--- src/verilog/dtp_defs.svh ---
// Register offsets, field positions, reset values and timing counts of the dual timer PWM unit
`ifndef DTP_DEFS_SVH
`define DTP_DEFS_SVH
// ==========================================
// Register offsets (byte addresses)
`define DTP_OFS_T1 8'h10
`define DTP_OFS_T2 8'h11
`define DTP_OFS_T3_LO 8'h12
`define DTP_OFS_T3_HI 8'h13
`define DTP_OFS_PER1 8'h14
`define DTP_OFS_PER2 8'h15
`define DTP_OFS_CFG 8'h16
`define DTP_OFS_PER3_LO 8'h17
`define DTP_OFS_PER3_HI 8'h18
`define DTP_OFS_PWMA_LO 8'h19
`define DTP_OFS_RUN 8'h1f
`define DTP_OFS_STAT 8'h20
`define DTP_OFS_MASK 8'h21
// ==========================================
// Field positions
`define DTP_CFG_SRC1 0
`define DTP_CFG_SRC2 1
`define DTP_CFG_SRC3 2
`define DTP_CFG_CASC 3
`define DTP_RUN_T1 0
`define DTP_RUN_T2 1
`define DTP_RUN_T3 2
`define DTP_RUN_PWM0 3
`define DTP_LO_TBSEL 5
// ==========================================
// Reset values
`define DTP_RST_CFG 8'h00
`define DTP_RST_RUN 8'h00
`define DTP_RST_PER 8'hff
`define DTP_RST_PER3 16'hffff
// ==========================================
// Timing: the clock is the oscillator, one instruction cycle is four of them
`define DTP_TOSC_NS 20
`define DTP_CLK_NS 20
`define DTP_QUARTERS 4
`define DTP_ICYC_CLKS ((`DTP_QUARTERS * `DTP_TOSC_NS) / `DTP_CLK_NS)
`endif

--- src/verilog/dtp_pkg.sv ---
// Types shared by the dual timer PWM unit
`default_nettype none
package dtp_pkg;
  // 10-bit duty value: high byte above the two low bits
  typedef struct packed {
    logic [7:0] high;
    logic [1:0] low;
  } dtp_duty_s;
  // Internal instruction clock or external pin edge
  typedef enum logic [1:0] {
    DTP_SRC_INT = 2'b01,
    DTP_SRC_EXT = 2'b10
  } dtp_src_e;
endpackage : dtp_pkg
`default_nettype wire

--- src/verilog/dtp_unit.sv ---
// Dual 8-bit timers, 16-bit wide timer and three double-buffered PWM outputs
// Functional notes
// - two 8-bit timers, own period, own flag
// - timers count instruction clock or pin falls
// - cascade bit joins both into 16 bits
// - wide 16-bit timer with period register pair
// - first PWM always on first timer
// - other PWMs pick timer by select bit
// - PWM period is (period+1) instruction cycles
// - duty is high byte plus bits 7:6
// - high time is duty oscillator periods
// - zero duty keeps output low
// - duty above period gives full high
// - rollover copies master duty into slave
// - duty reads return the slave latch
// - match then clear to zero, raise event
// - flags sticky, only software clears them
//
// Design decision made here: the plain strobed port.
`timescale 1ns/1ps
`default_nettype none
`include "dtp_defs.svh"
module dtp_unit (
  input wire logic clk_in, // Oscillator clock, 50 MHz
  input wire logic rst_in, // Synchronous reset, active high
  input wire logic ce_in, // Clock enable, freezes all state when low
  input wire logic [7:0] addr_in, // Register address
  input wire logic [7:0] wdata_in, // Register write data
  input wire logic wr_in, // Write strobe
  input wire logic rd_in, // Read strobe
  output logic [7:0] rdata_out, // Read data, valid the cycle after rd_in
  input wire logic small_timer_ext_clock_pin_in, // External clock for the 8-bit timers
  input wire logic wide_timer_ext_clock_pin_in, // External clock for the wide timer
  output logic [2:0] pwm_out, // PWM outputs a, b, c
  output logic irq_out // Level interrupt
);
  // ==========================================
  // Storage
  logic [7:0] first_small_timer; // Timer one count
  logic [7:0] second_small_timer; // Timer two count
  logic [15:0] wide_capture_timer; // Wide timer count
  logic [7:0] first_period_value; // Timer one period
  logic [7:0] second_period_value; // Timer two period
  logic [15:0] wide_period_capture; // Wide timer period pair
  logic [7:0] timer_clock_capture_config; // Sources and cascade
  logic [7:0] run_control; // Timer run and PWM enable bits
  logic [2:0] int_status; // Sticky period flags
  logic [2:0] int_mask; // Interrupt enables
  logic [1:0] quarter; // Position within the instruction cycle
  logic small_pin_prev; // Last sample of the small timer pin
  logic wide_pin_prev; // Last sample of the wide timer pin
  dtp_pkg::dtp_duty_s duty_master [3]; // Written by software
  dtp_pkg::dtp_duty_s duty_slave [3]; // Steers the outputs
  logic tb_sel [3]; // Timer two select per channel
  logic [7:0] next_rdata; // Read mux
  // ==========================================
  // Decode
  // Byte writes to the timers are decoded here so counting can give way to them
  logic wr_t1, wr_t2, wr_t3l, wr_t3h;
  logic icyc, small_fall, wide_fall, cascade;
  logic tick1, tick2, tick3, inc1, inc2, inc3;
  logic match1, match2, match16, roll1, roll2, roll3;
  dtp_pkg::dtp_src_e src1, src2, src3;
  assign wr_t1 = wr_in && addr_in == `DTP_OFS_T1;
  assign wr_t2 = wr_in && addr_in == `DTP_OFS_T2;
  assign wr_t3l = wr_in && addr_in == `DTP_OFS_T3_LO;
  assign wr_t3h = wr_in && addr_in == `DTP_OFS_T3_HI;
  assign cascade = timer_clock_capture_config[`DTP_CFG_CASC];
  // ==========================================
  // Instruction clock and pin edges
  // Quarter counter divides the oscillator by four
  // Limitation: the phase keeps running in pin mode, so duty fractions there are not aligned
  always_ff @(posedge clk_in) begin
    if (rst_in) begin
      quarter <= 2'h0;
    end else if (ce_in) begin
      quarter <= quarter + 2'h1;
    end
  end
  // Pins are synchronous, so one sample is enough to spot a falling edge
  always_ff @(posedge clk_in) begin
    if (rst_in) begin
      small_pin_prev <= 1'b0;
      wide_pin_prev <= 1'b0;
    end else if (ce_in) begin
      small_pin_prev <= small_timer_ext_clock_pin_in;
      wide_pin_prev <= wide_timer_ext_clock_pin_in;
    end
  end
  assign icyc = quarter == 2'(`DTP_ICYC_CLKS - 1);
  assign small_fall = small_pin_prev && !small_timer_ext_clock_pin_in;
  assign wide_fall = wide_pin_prev && !wide_timer_ext_clock_pin_in;
  assign src1 = timer_clock_capture_config[`DTP_CFG_SRC1] ? dtp_pkg::DTP_SRC_EXT : dtp_pkg::DTP_SRC_INT;
  assign src2 = timer_clock_capture_config[`DTP_CFG_SRC2] ? dtp_pkg::DTP_SRC_EXT : dtp_pkg::DTP_SRC_INT;
  assign src3 = timer_clock_capture_config[`DTP_CFG_SRC3] ? dtp_pkg::DTP_SRC_EXT : dtp_pkg::DTP_SRC_INT;
  assign tick1 = (src1 == dtp_pkg::DTP_SRC_EXT) ? small_fall : icyc;
  assign tick2 = (src2 == dtp_pkg::DTP_SRC_EXT) ? small_fall : icyc;
  assign tick3 = (src3 == dtp_pkg::DTP_SRC_EXT) ? wide_fall : icyc;
  assign inc1 = ce_in && run_control[`DTP_RUN_T1] && tick1;
  // Timer two follows its own clock only when not cascaded
  assign inc2 = ce_in && !cascade && run_control[`DTP_RUN_T2] && tick2;
  assign inc3 = ce_in && run_control[`DTP_RUN_T3] && tick3;
  // ==========================================
  // Period matches
  // combined compare
  assign match16 = {second_small_timer, first_small_timer} == {second_period_value, first_period_value};
  assign match1 = cascade ? match16 : first_small_timer == first_period_value;
  assign match2 = second_small_timer == second_period_value;
  assign roll1 = inc1 && match1;
  assign roll2 = inc2 && match2;
  assign roll3 = inc3 && wide_capture_timer == wide_period_capture;
  // ==========================================
  // Timer one; a bus write wins over counting
  // first timer
  always_ff @(posedge clk_in) begin
    if (rst_in) begin
      first_small_timer <= 8'h00;
    end else if (ce_in) begin
      if (wr_t1) begin
        first_small_timer <= wdata_in;
      end else if (roll1) begin
        first_small_timer <= 8'h00;
      end else if (inc1) begin
        first_small_timer <= first_small_timer + 8'h01;
      end
    end
  end
  // Timer two, either alone or as the upper byte
  // Hazard: software must keep PWMs off while cascaded, or the channel periods break
  // cascade carry
  always_ff @(posedge clk_in) begin
    if (rst_in) begin
      second_small_timer <= 8'h00;
    end else if (ce_in) begin
      if (wr_t2) begin
        second_small_timer <= wdata_in;
      end else if (roll1 && cascade) begin
        second_small_timer <= 8'h00;
      end else if (cascade && inc1 && first_small_timer == 8'hff) begin
        second_small_timer <= second_small_timer + 8'h01;
      end else if (roll2) begin
        second_small_timer <= 8'h00;
      end else if (inc2) begin
        second_small_timer <= second_small_timer + 8'h01;
      end
    end
  end
  // Wide timer wraps at its period pair
  // wide timer
  always_ff @(posedge clk_in) begin
    if (rst_in) begin
      wide_capture_timer <= 16'h0000;
    end else if (ce_in) begin
      if (wr_t3l) begin
        wide_capture_timer[7:0] <= wdata_in;
      end else if (wr_t3h) begin
        wide_capture_timer[15:8] <= wdata_in;
      end else if (roll3) begin
        wide_capture_timer <= 16'h0000;
      end else if (inc3) begin
        wide_capture_timer <= wide_capture_timer + 16'h0001;
      end
    end
  end
  // ==========================================
  // Configuration registers
  // Run bits 7:6 do not exist and read as zero
  always_ff @(posedge clk_in) begin
    if (rst_in) begin
      first_period_value <= `DTP_RST_PER;
      second_period_value <= `DTP_RST_PER;
      wide_period_capture <= `DTP_RST_PER3;
      timer_clock_capture_config <= `DTP_RST_CFG;
      run_control <= `DTP_RST_RUN;
      int_mask <= 3'h0;
    end else if (ce_in && wr_in) begin
      case (addr_in)
        `DTP_OFS_PER1: first_period_value <= wdata_in;
        `DTP_OFS_PER2: second_period_value <= wdata_in;
        `DTP_OFS_PER3_LO: wide_period_capture[7:0] <= wdata_in;
        `DTP_OFS_PER3_HI: wide_period_capture[15:8] <= wdata_in;
        `DTP_OFS_CFG: timer_clock_capture_config <= wdata_in;
        `DTP_OFS_RUN: run_control <= {2'h0, wdata_in[5:0]};
        `DTP_OFS_MASK: int_mask <= wdata_in[2:0];
        default: begin
        end
      endcase
    end
  end
  // ==========================================
  // Interrupt flags: write one to clear, a new event beats the clear
  // sticky flags
  // A clear written in the same cycle as an event loses, so no event is dropped
  always_ff @(posedge clk_in) begin
    if (rst_in) begin
      int_status <= 3'h0;
    end else if (ce_in) begin
      int_status <= (int_status & ~((wr_in && addr_in == `DTP_OFS_STAT) ? wdata_in[2:0] : 3'h0))
        | {roll3, roll2, roll1};
    end
  end
  assign irq_out = |(int_status & int_mask);
  // ==========================================
  // PWM channels
  genvar gi;
  generate
    for (gi = 0; gi < 3; gi++) begin : g_pwm
      localparam logic [7:0] LO_OFS = 8'(`DTP_OFS_PWMA_LO + 2 * gi);
      logic use_t2; // Channel runs on timer two
      logic roll_sel; // Rollover of the chosen timer
      logic [9:0] fine; // Timer count extended by the quarter phase
      logic pwm_q; // Registered output
      // first channel fixed on timer one
      assign use_t2 = (gi != 0) && tb_sel[gi];
      assign roll_sel = use_t2 ? roll2 : roll1;
      // period from the chosen timer and period register
      assign fine = use_t2 ? {second_small_timer, quarter} : {first_small_timer, quarter};
      // Master latches take software writes
      always_ff @(posedge clk_in) begin
        if (rst_in) begin
          duty_master[gi] <= '0;
          tb_sel[gi] <= 1'b0;
        end else if (ce_in && wr_in) begin
          if (addr_in == LO_OFS) begin
            duty_master[gi].low <= wdata_in[7:6];
            tb_sel[gi] <= (gi != 0) && wdata_in[`DTP_LO_TBSEL];
          end else if (addr_in == 8'(LO_OFS + 8'h01)) begin
            duty_master[gi].high <= wdata_in;
          end
        end
      end
      always_ff @(posedge clk_in) begin
        if (rst_in) begin
          duty_slave[gi] <= '0;
        end else if (ce_in && roll_sel) begin
          duty_slave[gi] <= duty_master[gi];
        end
      end
      // Output is high while the fine count is below the duty; the
      // register adds one clock of delay on both edges
      // Trade-off: that one clock of lag keeps the pin free of glitches
      // quarter resolution compare
      always_ff @(posedge clk_in) begin
        if (rst_in) begin
          pwm_q <= 1'b0;
        end else if (ce_in) begin
          pwm_q <= run_control[`DTP_RUN_PWM0 + gi] && (fine < duty_slave[gi]);
        end
      end
      assign pwm_out[gi] = pwm_q;
    end
  endgenerate
  // ==========================================
  // Register read
  // duty reads show slaves
  // duty split across two registers
  // Unmapped addresses read as zero; the timebase bits read live, not buffered
  always_comb begin
    next_rdata = 8'h00;
    case (addr_in)
      `DTP_OFS_T1: next_rdata = first_small_timer;
      `DTP_OFS_T2: next_rdata = second_small_timer;
      `DTP_OFS_T3_LO: next_rdata = wide_capture_timer[7:0];
      `DTP_OFS_T3_HI: next_rdata = wide_capture_timer[15:8];
      `DTP_OFS_PER1: next_rdata = first_period_value;
      `DTP_OFS_PER2: next_rdata = second_period_value;
      `DTP_OFS_CFG: next_rdata = timer_clock_capture_config;
      `DTP_OFS_PER3_LO: next_rdata = wide_period_capture[7:0];
      `DTP_OFS_PER3_HI: next_rdata = wide_period_capture[15:8];
      8'h19: next_rdata = {duty_slave[0].low, 6'h00};
      8'h1a: next_rdata = duty_slave[0].high;
      8'h1b: next_rdata = {duty_slave[1].low, tb_sel[1], 5'h00};
      8'h1c: next_rdata = duty_slave[1].high;
      8'h1d: next_rdata = {duty_slave[2].low, tb_sel[2], 5'h00};
      8'h1e: next_rdata = duty_slave[2].high;
      `DTP_OFS_RUN: next_rdata = run_control;
      `DTP_OFS_STAT: next_rdata = {5'h00, int_status};
      `DTP_OFS_MASK: next_rdata = {5'h00, int_mask};
      default: next_rdata = 8'h00;
    endcase
  end
  // Data stands only in the cycle after the strobe
  // Zero outside the answer cycle lets a bus merge several slaves by OR
  always_ff @(posedge clk_in) begin
    if (rst_in) begin
      rdata_out <= 8'h00;
    end else if (ce_in) begin
      rdata_out <= rd_in ? next_rdata : 8'h00;
    end
  end
endmodule : dtp_unit
`default_nettype wire

--- config.mk ---
export PLATFORM = sky130hd
export DESIGN_NAME = dtp_unit
export DESIGN_NICKNAME = d
export VERILOG_FILES = /design/src/verilog/dtp_pkg.sv /design/src/verilog/dtp_unit.sv
export VERILOG_INCLUDE_DIRS = /design/src /design/src/verilog
export SDC_FILE = /design/constraint.sdc
export NUM_CORES = 1
export LEC_CHECK = 0
export BUFFER_PORTS_ARGS = -buffer_cell sky130_fd_sc_hd__buf_2
export CORE_MARGIN = 2
export CORE_UTILIZATION = 55
export DETAILED_ROUTE_END_ITERATION = 6
export HOLD_SLACK_MARGIN = 0.15
export PLACE_DENSITY = 0.79
export REMOVE_ABC_BUFFERS = 1
export SYNTH_ARGS = -nofsm -noshare
export SYNTH_HDL_FRONTEND = slang
export SYNTH_SLANG_ARGS = --single-unit
--- constraint.sdc ---
create_clock -name clk_in -period 2.1 [get_ports clk_in]
set_input_delay 0.105 -clock clk_in [delete_from_list [all_inputs] [get_ports clk_in]]
set_output_delay 0.105 -clock clk_in [all_outputs]
set_load 0.02 [all_outputs]
# Yosys cells after proc, flatten, opt, wreduce, memory -nomap -nowiden
# Memories as Yosys holds them, arrays and structs flattened.
# Index checks and enable logic that the tools add are counted.
classes:
  addsub: 4
  n_lt_le_gt_ge: 3
  eq_ne: 28
  muxes: 77
  bitwise_logic: 17
  reduce_logical: 46
op_table:
  columns: ["operator", "count"]
  rows:
  - ["8-bit case mux with 18 select lines", 1]
  - ["8-bit by 5-bit == test with 1-bit output, second input constant", 16]
  - ["8-bit two-way mux", 15]
  - ["10-bit two-way mux", 5]
  - ["1-bit two-way mux", 47]
  - ["16-bit == test", 2]
  - ["16-bit two-way mux", 2]
  - ["10-bit < comparator", 3]
  - ["1-bit logical AND", 27]
  - ["2-bit AND reduction", 9]
  - ["16-bit by 1-bit adder with 16-bit output, second input constant", 1]
  - ["8-bit by 1-bit adder with 8-bit output, second input constant", 2]
  - ["8-bit by 6-bit == test with 1-bit output, second input constant", 2]
  - ["8-bit == test", 2]
  - ["2-bit two-way mux", 6]
  - ["1-bit OR", 12]
  - ["3-bit nonzero test", 3]
  - ["2-bit == test, second input constant", 4]
  - ["8-bit == test, second input constant", 1]
  - ["3-bit AND", 2]
  - ["3-bit AND reduction", 2]
  - ["5-bit nonzero test", 1]
  - ["1-bit logical NOT", 3]
  - ["3-bit two-way mux", 1]
  - ["other kinds (6)", 6]
word_totals:
  reg_bits: 99
  ram_bits: 63
  in_bits: 23
  out_inout_bits: 12
  wordCells: 197
  mem_count: 3
memory_table:
  columns: ["name", "words", "width", "read_ports", "rd_clocked_by_memory_dff", "write_ports", "line", "rtl"]
  rows:
  - ["duty_master", 3, 10, 3, 0, 3, "dtp_unit.sv:52", "dtp_pkg::dtp_duty_s duty_master [3];"]
  - ["duty_slave", 3, 10, 3, 0, 3, "dtp_unit.sv:53", "dtp_pkg::dtp_duty_s duty_slave [3];"]
  - ["tb_sel", 3, 1, 2, 0, 3, "dtp_unit.sv:54", "logic tb_sel [3];"]

# Depth between registers and ports, before layout
# Gate-level depths: netlist of run 1.
logic_depth:
  word_depth: 11
  mapped_depth: 9
  mapped_depth_nobuf: 7

# Worst setup path before layout of run 1
# OpenSTA, ideal clock, no wires.
synth_path:
  path_kind: "input -> register"
  from: "input port addr_in[5]"
  to: "memory duty_master[1][2] (netlist name), enable pin"
  setup_time_ps: 375
  arrival_ps: 1718
  required_ps: 1725
  setup_slack_ps: 8
  stages: 5
  path_buffers: 2
  cell_sequence: "or4b_1 > buf_2 > or3_4 > buf_6 > o21bai_1"
synth_lines:
  columns: ["element", "line", "rtl"]
  rows:
  - ["start, declared", "dtp_unit.sv:27", "input wire logic [7:0] addr_in,"]
  - ["end, declared", "dtp_unit.sv:52", null]

==> run summary, run 1 <==
Fillers: 1,399
Psw: 1.79 mW
Pin count of the biggest net entering global routing: 97
Vias in the first global route: 8,305
Post-synth EDFFs: 62
Layout area overhead: 19.1%
Residual DRC count: 1
CTS buffer count: 17
Die area: 18,300 um^2
Setup Crit Path Kind: flip-flop to flip-flop
Post-detail-place hpwl: 22,400 um
Cell row count: 48
Max VDD drop: 0.821 mV
Comb power frac: 7.9%
Dpl cells: 1,305
Final Hold Viols: 0
Worst Clk Skew: 0.0117 ns
Post-Syn Area per Cell: 9.30 um^2
Port Buffer Count: 34
Placed Area: 10,500 um^2
Final min period: 2.04 ns
Mapped cell area: 9490 um^2
WP data required: 2.25 ns
Period utilisation layout: 97.1%
Internal power: 5.19 mW
Relative slew slack: 31.5%
Reg area: 3880 um^2
Startpoint Class: flip-flop
Wire per inst: 23.4 um
Pleak: 4.37 nW
Synth Flop Type: dfxtp_1
Share of power burned in registers: 47.9%
Initial Util: 55.6%
Final non-filler cell area: 11,300 um^2
Grt met1 use: 44.6%
Max-Cap Viols: 0
Cell accounting for the most synthesized area: dfxtp_1
Top cells by area, synth: dfxtp_1, edfxtp_1, ha_1
Largest stage delay, worst path: 0.42 ns
Reg2Reg Setup Slack: 0.06 ns
Net count, final: 1,168
Met3 usage: 8.94%
Max-slew violations: 0
First-pass GRT wire length: 47,200 um
Violated checks: DRC
Number of H-tree levels: 4
Worst hold slack: 0.192 ns
R2R depth: 8
FMAX: 0.490 GHz
Sequential share of the synthesized area: 40.5%
Multi-input gate area: 5230 um^2
Worst Tran Pin Value: 1.02 ns
Gr ovfl total: 0
Worst Hold Class: input port to flip-flop
Crit Reg-Reg Startpoint: first_period_value[0]
Critical path capture point type: flip-flop
Bufs on Longest Clock Path: 2
Post-synth ARST share: 0%
IO Pins: 35
GP Congestion: 1.03
Fin cells: 1,352
Initial antenna violation count: 0
CP Buf/Inv Count: 3
Synthesized instance count: 1,021
Routed Wire Length: 31,600 um
Ratio of total power to cell area: 618 nW/um^2
Final setup violation count: 0
Synth unique cells: 77
Share of the synthesized area in the top cell type: 20.9%
DR iter-0 viols: 922
DRT antenna net count: 0
Clk_lat worst skew: 0.43 ns
Ys Warns: 0
Critical Path Sink: duty_slave[2][6]
Total Power: 6.98 mW
Clock Power Share: 44.2%
Critical path fanouts, max: 5
Via count: 8,821
Slowest CP cell: dfxtp_1
Die H: 135 um
Crit. Startpoint: first_period_value[0]
Crit path DAT: 2.19 ns
Family with the most delay on the worst path: simple AND/OR/NAND/NOR gates
Capture point of the worst reg-to-reg path: duty_slave[2][6]
CORE AREA: 17,100 um^2
CTS tree: done
Clk pin slew, worst setup/hold paths: 0.07 ns
#FFs+latches synth: 161
Worst path depth: 8
Vias per cell: 6.52
Diode count: 0
Busiest grt layer: met2
Switching Share: 25.7%
Die width: 135 um
Buffer type at the clock tree root: clkbuf_16
First-pass detailed-route iteration total: 7
M2 GR Usage: 54.7%
Total GRT Usage: 34.7%
Share of layout cells above drive strength 1: 23.5%
Final core occ: 66.3%
# clock sinks: 161
Crit-path cells: xnor2_1 -> nand4_1 -> nor3_2 -> buf_4 -> buf_4 -> nand3b_1 -> nand3b_1 -> clkbuf_16
Status: finished with violations
## worst register-to-register path, cell delays in order, from the launching register on
cell and delay, ns:
dfxtp_1 0.42, xnor2_1 0.14, nand4_1 0.17, nor3_2 0.18, buf_4 0.14, buf_4 0.12
nand3b_1 0.11, nand3b_1 0.27, clkbuf_16 0.21
## layout make-up
type / instances / share of cell area (%)
repair buffers: 152 / 10.5
multi-input cells: 739 / 46.2
flip-flops and latches: 161 / 34.3
well taps: 225 / 2.49
clock buffers: 18 / 3.80
inverters: 43 / 1.43
clock inverters: 14 / 1.27
## power by group through the flow
stage | clock network, mW | registers [mW] | logic, mW
final | 3.09 | 3.35 | 0.549
after global routing | 3.23 | 3.35 | 0.575
after CTS | 3.10 | 3.35 | 0.522
after detailed placement | 0 | 3.42 | 0.505
after global placement | 0 | 3.41 | 0.499
after floorplan | 0 | 3.40 | 0.204
## layer usage
| metal | routed length [um] | part of all wire [%] | vias to the layer above |
|---|---|---|---|
| met5 | 0 | 0 | - |
| met1 | 12200 | 38 | 4163 |
| met3 | 3550 | 11 | 115 |
| met2 | 14300 | 45 | 599 |
| li1 | - | - | 3944 |
| met4 | 1570 | 5.0 | 0 |
## logic make-up (layout without fill, tap and decap cells)
family,Yosys count,after routing,synth area share (%)
adder cells (fa/ha/maj),31,31,4.09
XOR/XNOR,33,33,3.05
AO/OA/AOI/OAI,243,243,18.1
buffers and inverters,121,227,5.31
flip-flops,161,161,40.5
multiplexers,52,52,6.60
AND/OR/NAND/NOR,380,380,22.3
## what timing repair did
action,in CTS,in global routing
setup buffers,0,5
resized for setup,1,40
endpoints found under the hold margin,17,0
gates cloned,0,1
pin swaps,0,14
hold buffers,9,0
setup endpoints to repair,1,71
## flip-flops by register name, summed over array words and instances, names as in the netlist
signal                      count
duty_master                    30
duty_slave                     30
wide_capture_timer             16
wide_period_capture            16
first_period_value              8
first_small_timer               8
rdata_out                       8
second_period_value             8
second_small_timer              8
timer_clock_capture_config      8
run_control                     6
g_pwm.pwm_q                     3
int_mask                        3
int_status                      3
quarter                         2
tb_sel                          2
small_pin_prev                  1
wide_pin_prev                   1
## metrics by stage
stage	setup WS, ns	TNS [ns]
after floorplan	-0.110	-0.163
final	0.0608	0
after CTS	0.0232	0
after global routing	-0.0107	-0.0529
after detailed placement	-0.0761	-0.443
after global placement	-0.0609	-0.362
## synth_stat cells, types with 25 or more instances
library cell	count
a21oi_1	52
and2_1	45
and3_1	29
clkbuf_1	55
dfxtp_1	99
edfxtp_1	62
ha_1	31
inv_1	41
mux2_2	25
nand2_1	94
nand3_1	37
nand3b_1	25
nor2_1	42
o21ai_0	33
xnor2_1	25
## cell usage in the layout, fill, tap and decap left out, types with 11 or more instances in the layout
master	Yosys	layout
nor3_1	19	17
a211o_1	18	18
mux2i_1	21	21
dfxtp_2	0	16
nand4_1	18	18
xnor2_1	25	22
and2_1	45	45
mux2_2	25	25
o21ai_0	33	33
inv_1	41	41
edfxtp_1	62	62
buf_4	4	101
o211ai_1	14	14
nand2_1	94	93
nand3_1	37	37
nand3b_1	25	25
a21oi_1	52	51
and3_1	29	29
nor2_1	42	42
a31oi_1	11	11
clkbuf_16	0	18
ha_1	31	30
nor2b_1	23	23
buf_2	16	32
dfxtp_1	99	79
a22oi_1	19	19
## worst min path at each step
stage	startpoint	to	slack (ns)	cells past startpoint
5_1_grt	wdata_in[0]	run_control[0]	0.18	3
3_3_place_gp	wide_timer_ext_clock_pin_in	wide_pin_prev	0.36	3
4_1_cts	wdata_in[0]	run_control[0]	0.17	3
2_1_floorplan	rst_in	first_small_timer[0]	0.17	1
6_report	wdata_in[0]	run_control[0]	0.19	3
3_5_place_dp	wide_timer_ext_clock_pin_in	wide_pin_prev	0.37	3
(Power assumes the default switching activity.)
==> run 2, diff against run 1 <==
Settings changed: ABC_AREA from default to 1, RECOVER_POWER from default to 25.
==> run 2 against run 1 <==
Flip-flop and latch count is the same. Clock skew shrank 0.0018 ns. Largest cell class unchanged. Synthesized cell count grew 38%. Total power grew 1.0%. Cell count grew 27%. Global-route usage grew 0.32 points. The flow now finishes without violations. Sequential power is essentially flat. Synthesized area grew 3.5%. Routed wire length grew 2.7%.
==> run summary, run 2 <==
Gr ovfl total: 0 (unchanged)
Crit Reg-Reg Startpoint: wide_capture_timer[2] (was first_period_value[0])
Post-synth ARST share: 0% (unchanged)
WHS Endpoint: run_control[4] (was run_control[0])
Most frequent cells in the layout: nand2_1, inv_1, nor2_1, nand3_1, o21ai_0 (was buf_4, nand2_1, dfxtp_1, edfxtp_1, a21oi_1)
IO Pins: 35 (unchanged)
Share of layout cells above drive strength 1: 11.3% (was 23.5%)
Metal3 WL: 4540 um (was 3550 um)
Worst Tran Pin Value: 0.788 ns (was 1.02 ns)
Unrepaired setup endpoints after global routing: false
Internal power: 5.23 mW (was 5.19 mW)
Capture point of the worst reg-to-reg path: wide_capture_timer[15] (was duty_slave[2][6])
Ys Warns: 0 (unchanged)
Die width: 138 um (was 135 um)
Worst Clk Skew: 0.00988 ns (was 0.0117 ns)
Mapped cell area: 9830 um^2 (was 9490 um^2)
Number of H-tree levels: 4 (unchanged)
Worst Hold Class: input port to flip-flop (unchanged)
Relative slew slack: 47.5% (was 31.5%)
Comb power frac: 6.8% (was 7.9%)
GP Congestion: 1.02 (was 1.03)
Most frequent cells after synthesis: nand2_1, inv_1, nor2_1, nand3_1, a21oi_1 (was dfxtp_1, nand2_1, edfxtp_1, clkbuf_1, a21oi_1)
Status: completed (was finished with violations)
Net count, final: 1,530 (was 1,168)
CTS tree: done (unchanged)
#FFs+latches synth: 161 (unchanged)
Post-route setup TNS: 0 ns (unchanged)
Vias per cell: 5.85 (was 6.52)
Layout area overhead: 13.8% (was 19.1%)
DRT antenna net count: 0 (unchanged)
Top cells by area, synth: dfxtp_1, edfxtp_1, nand2_1 (was dfxtp_1, edfxtp_1, ha_1)
Final Hold Viols: 0 (unchanged)
Reg2Reg Setup Slack: 0.14 ns (was 0.06 ns)
Worst hold slack: 0.173 ns (was 0.192 ns)
Max-Cap Viols: 0 (unchanged)
Routed Wire Length: 32,500 um (was 31,600 um)
Crit-path cells: dlygate4sd3_1 -> buf_2 -> buf_4 -> nand2_1 -> clkbuf_1 -> o21ai_0 -> buf_4 (was xnor2_1 -> nand4_1 -> nor3_2 -> buf_4 -> buf_4 -> nand3b_1 -> nand3b_1 -> clkbuf_16)
First-pass GRT wire length: 48,700 um (was 47,200 um)
Wire per inst: 18.9 um (was 23.4 um)
Initial Util: 56.6% (was 55.6%)
FMAX: 0.482 GHz (was 0.490 GHz)
CORE AREA: 17,400 um^2 (was 17,100 um^2)
Synth unique cells: 46 (was 77)
CTS buffer count: 17 (unchanged)
Largest stage delay, worst path: 0.52 ns (was 0.42 ns)
Clk pin slew, worst setup/hold paths: 0.07 ns (about the same)
Placed Area: 10,500 um^2 (about the same)
Max-slew violations: 0 (unchanged)
Synth Flop Type: dfxtp_1 (unchanged)
Synthesized instance count: 1,407 (was 1,021)
Largest registers: duty_master (30), duty_slave (30) (unchanged)
Post-Syn Area per Cell: 6.98 um^2 (was 9.30 um^2)
Psw: 1.83 mW (was 1.79 mW)
WP data required: 2.25 ns (about the same)
Final setup violation count: 0 (unchanged)
Clk_lat worst skew: 0.44 ns (was 0.43 ns)
Die area: 19,000 um^2 (was 18,300 um^2)
Share of the synthesized area in the top cell type: 20.2% (was 20.9%)
Startpoint Class: input port (was flip-flop)
Bufs on Longest Clock Path: 2 (unchanged)
Pin count of the biggest net entering global routing: 61 (was 97)
Dpl cells: 1,670 (was 1,305)
Switching Share: 25.9% (was 25.7%)
Port Buffer Count: 34 (unchanged)
Residual DRC count: 0 (was 1)
Worst hold stages: 3 (unchanged)
Post-detail-place hpwl: 23,800 um (was 22,400 um)
Critical path capture point type: flip-flop (unchanged)
# clock sinks: 161 (unchanged)
HP Start: rst_in (was wdata_in[0])
R2R depth: 8 (unchanged)
DR iter-0 viols: 1,345 (was 922)
First-pass detailed-route iteration total: 6 (was 7)
Crit path DAT: 2.22 ns (was 2.19 ns)
Fin cells: 1,715 (was 1,352)
Clock Power Share: 45.7% (was 44.2%)
Top sig layer: met4 (unchanged)
Pleak: 5.19 nW (was 4.37 nW)
Share of power burned in registers: 47.5% (was 47.9%)
Crit. Startpoint: ce_in (was first_period_value[0])
Max VDD drop: 0.592 mV (was 0.821 mV)
Met2 wire len: 13,500 um (was 14,300 um)
Buffer type at the clock tree root: clkbuf_16 (unchanged)
Final core occ: 64.4% (was 66.3%)
Final min period: 2.07 ns (was 2.04 ns)
Slowest CP cell: dlygate4sd3_1 (was dfxtp_1)
Total GRT Usage: 35.0% (was 34.7%)
Cell accounting for the most synthesized area: dfxtp_1 (unchanged)
Final non-filler cell area: 11,200 um^2 (was 11,300 um^2)
Most used cell, CP: buf_4
Met1 WL: 12,900 um (was 12,200 um)
Cell row count: 48 (unchanged)
Die H: 138 um (was 135 um)
Sequential share of the synthesized area: 39.1% (was 40.5%)
Initial antenna violation count: 0 (unchanged)
Setup Crit Path Kind: input port to flip-flop (was flip-flop to flip-flop)
Most common cell after layout, fill and taps aside: nand2_1 (was buf_4)
Most common cell in the netlist: nand2_1 (was dfxtp_1)
Vias in the first global route: 8,787 (was 8,305)
Ratio of total power to cell area: 631 nW/um^2 (was 618 nW/um^2)
Post-synth EDFFs: 62 (unchanged)
Critical path fanouts, max: 11 (was 5)
Period utilisation layout: 98.7% (was 97.1%)
Via count: 10,000 (was 8,821)
## run 2: cell count changes after synthesis, sizes merged, moves of 25 or more
cell	change
a21oi	+54
and2	-45
and3	-29
clkbuf	-34
inv	+168
mux2	-25
nand2	+231
nand3	+83
nor2	+147
o21ai	+73
## run 2: power groups by stage
stage / registers (mW) / clock network [mW] / logic, mW
2_1_floorplan: 3.40 / 0 / 0.204
3_3_place_gp: 3.42 / 0 / 0.429
3_5_place_dp: 3.42 / 0 / 0.433
4_1_cts: 3.35 / 3.22 / 0.455
5_1_grt: 3.35 / 3.34 / 0.509
6_report: 3.35 / 3.23 / 0.480
## run 2: stage by stage
step                      setup slack [ns]  power (mW)
after global placement               0.171        3.84
after CTS                           0.0605        7.02
after detailed placement             0.152        3.85
after global routing               0.00979        7.20
after floorplan                     -0.274        3.60
final                               0.0263        7.05
## run 2: cells by family after synthesis
kind of cell | synth area share [%]
buffers and inverters | 10.6
AND/OR/NAND/NOR | 30.1
adder cells (fa/ha/maj) | 3.95
XOR/XNOR | 2.58
AO/OA/AOI/OAI | 13.6
flip-flops | 39.1
## run 2: repair_timing
| item | 4_1_cts | 5_1_grt |
|---|---|---|
| setup endpoints to repair | 0 | 27 |
| hold buffers | 11 | 0 |
| gates resized for setup | 0 | 7 |
| setup buffers | 0 | 1 |
| hold endpoints to repair | 22 | 0 |
## run 2: worst max-delay path, delay by kind of cell
kind            cells  cell delay (ns)
compound gates      1             0.31
simple gates        1             0.21
buf+inv             5             1.58
## run 2: routing by layer
layer	vias up	GRT usage, %
met1	4519	47.5
met4	0	17.5
li1	4696	-
met2	687	50.7
met5	-	0
met3	124	10.1
## run 2: worst max-delay path by stage
stage	endpoint	slack [ns]	depth (start not counted)
after floorplan	duty_master[0][2]	-0.27	5
after global placement	duty_master[0][5]	0.17	8
after detailed placement	duty_slave[1][4]	0.15	11
after CTS	timer_clock_capture_config[2]	0.06	9
after global routing	second_small_timer[4]	0.01	14
final	duty_master[2][5]	0.03	7
## run 2: area by class of cell
cell class,instances,area [um^2]
inverter,212,800
fill,1505,6170
timing repair buffer,99,707
sequential,161,3850
tap,225,282
clock inverter,15,171
multi-input combinational,985,4950
antenna,1,2.50
clock buffer,17,425
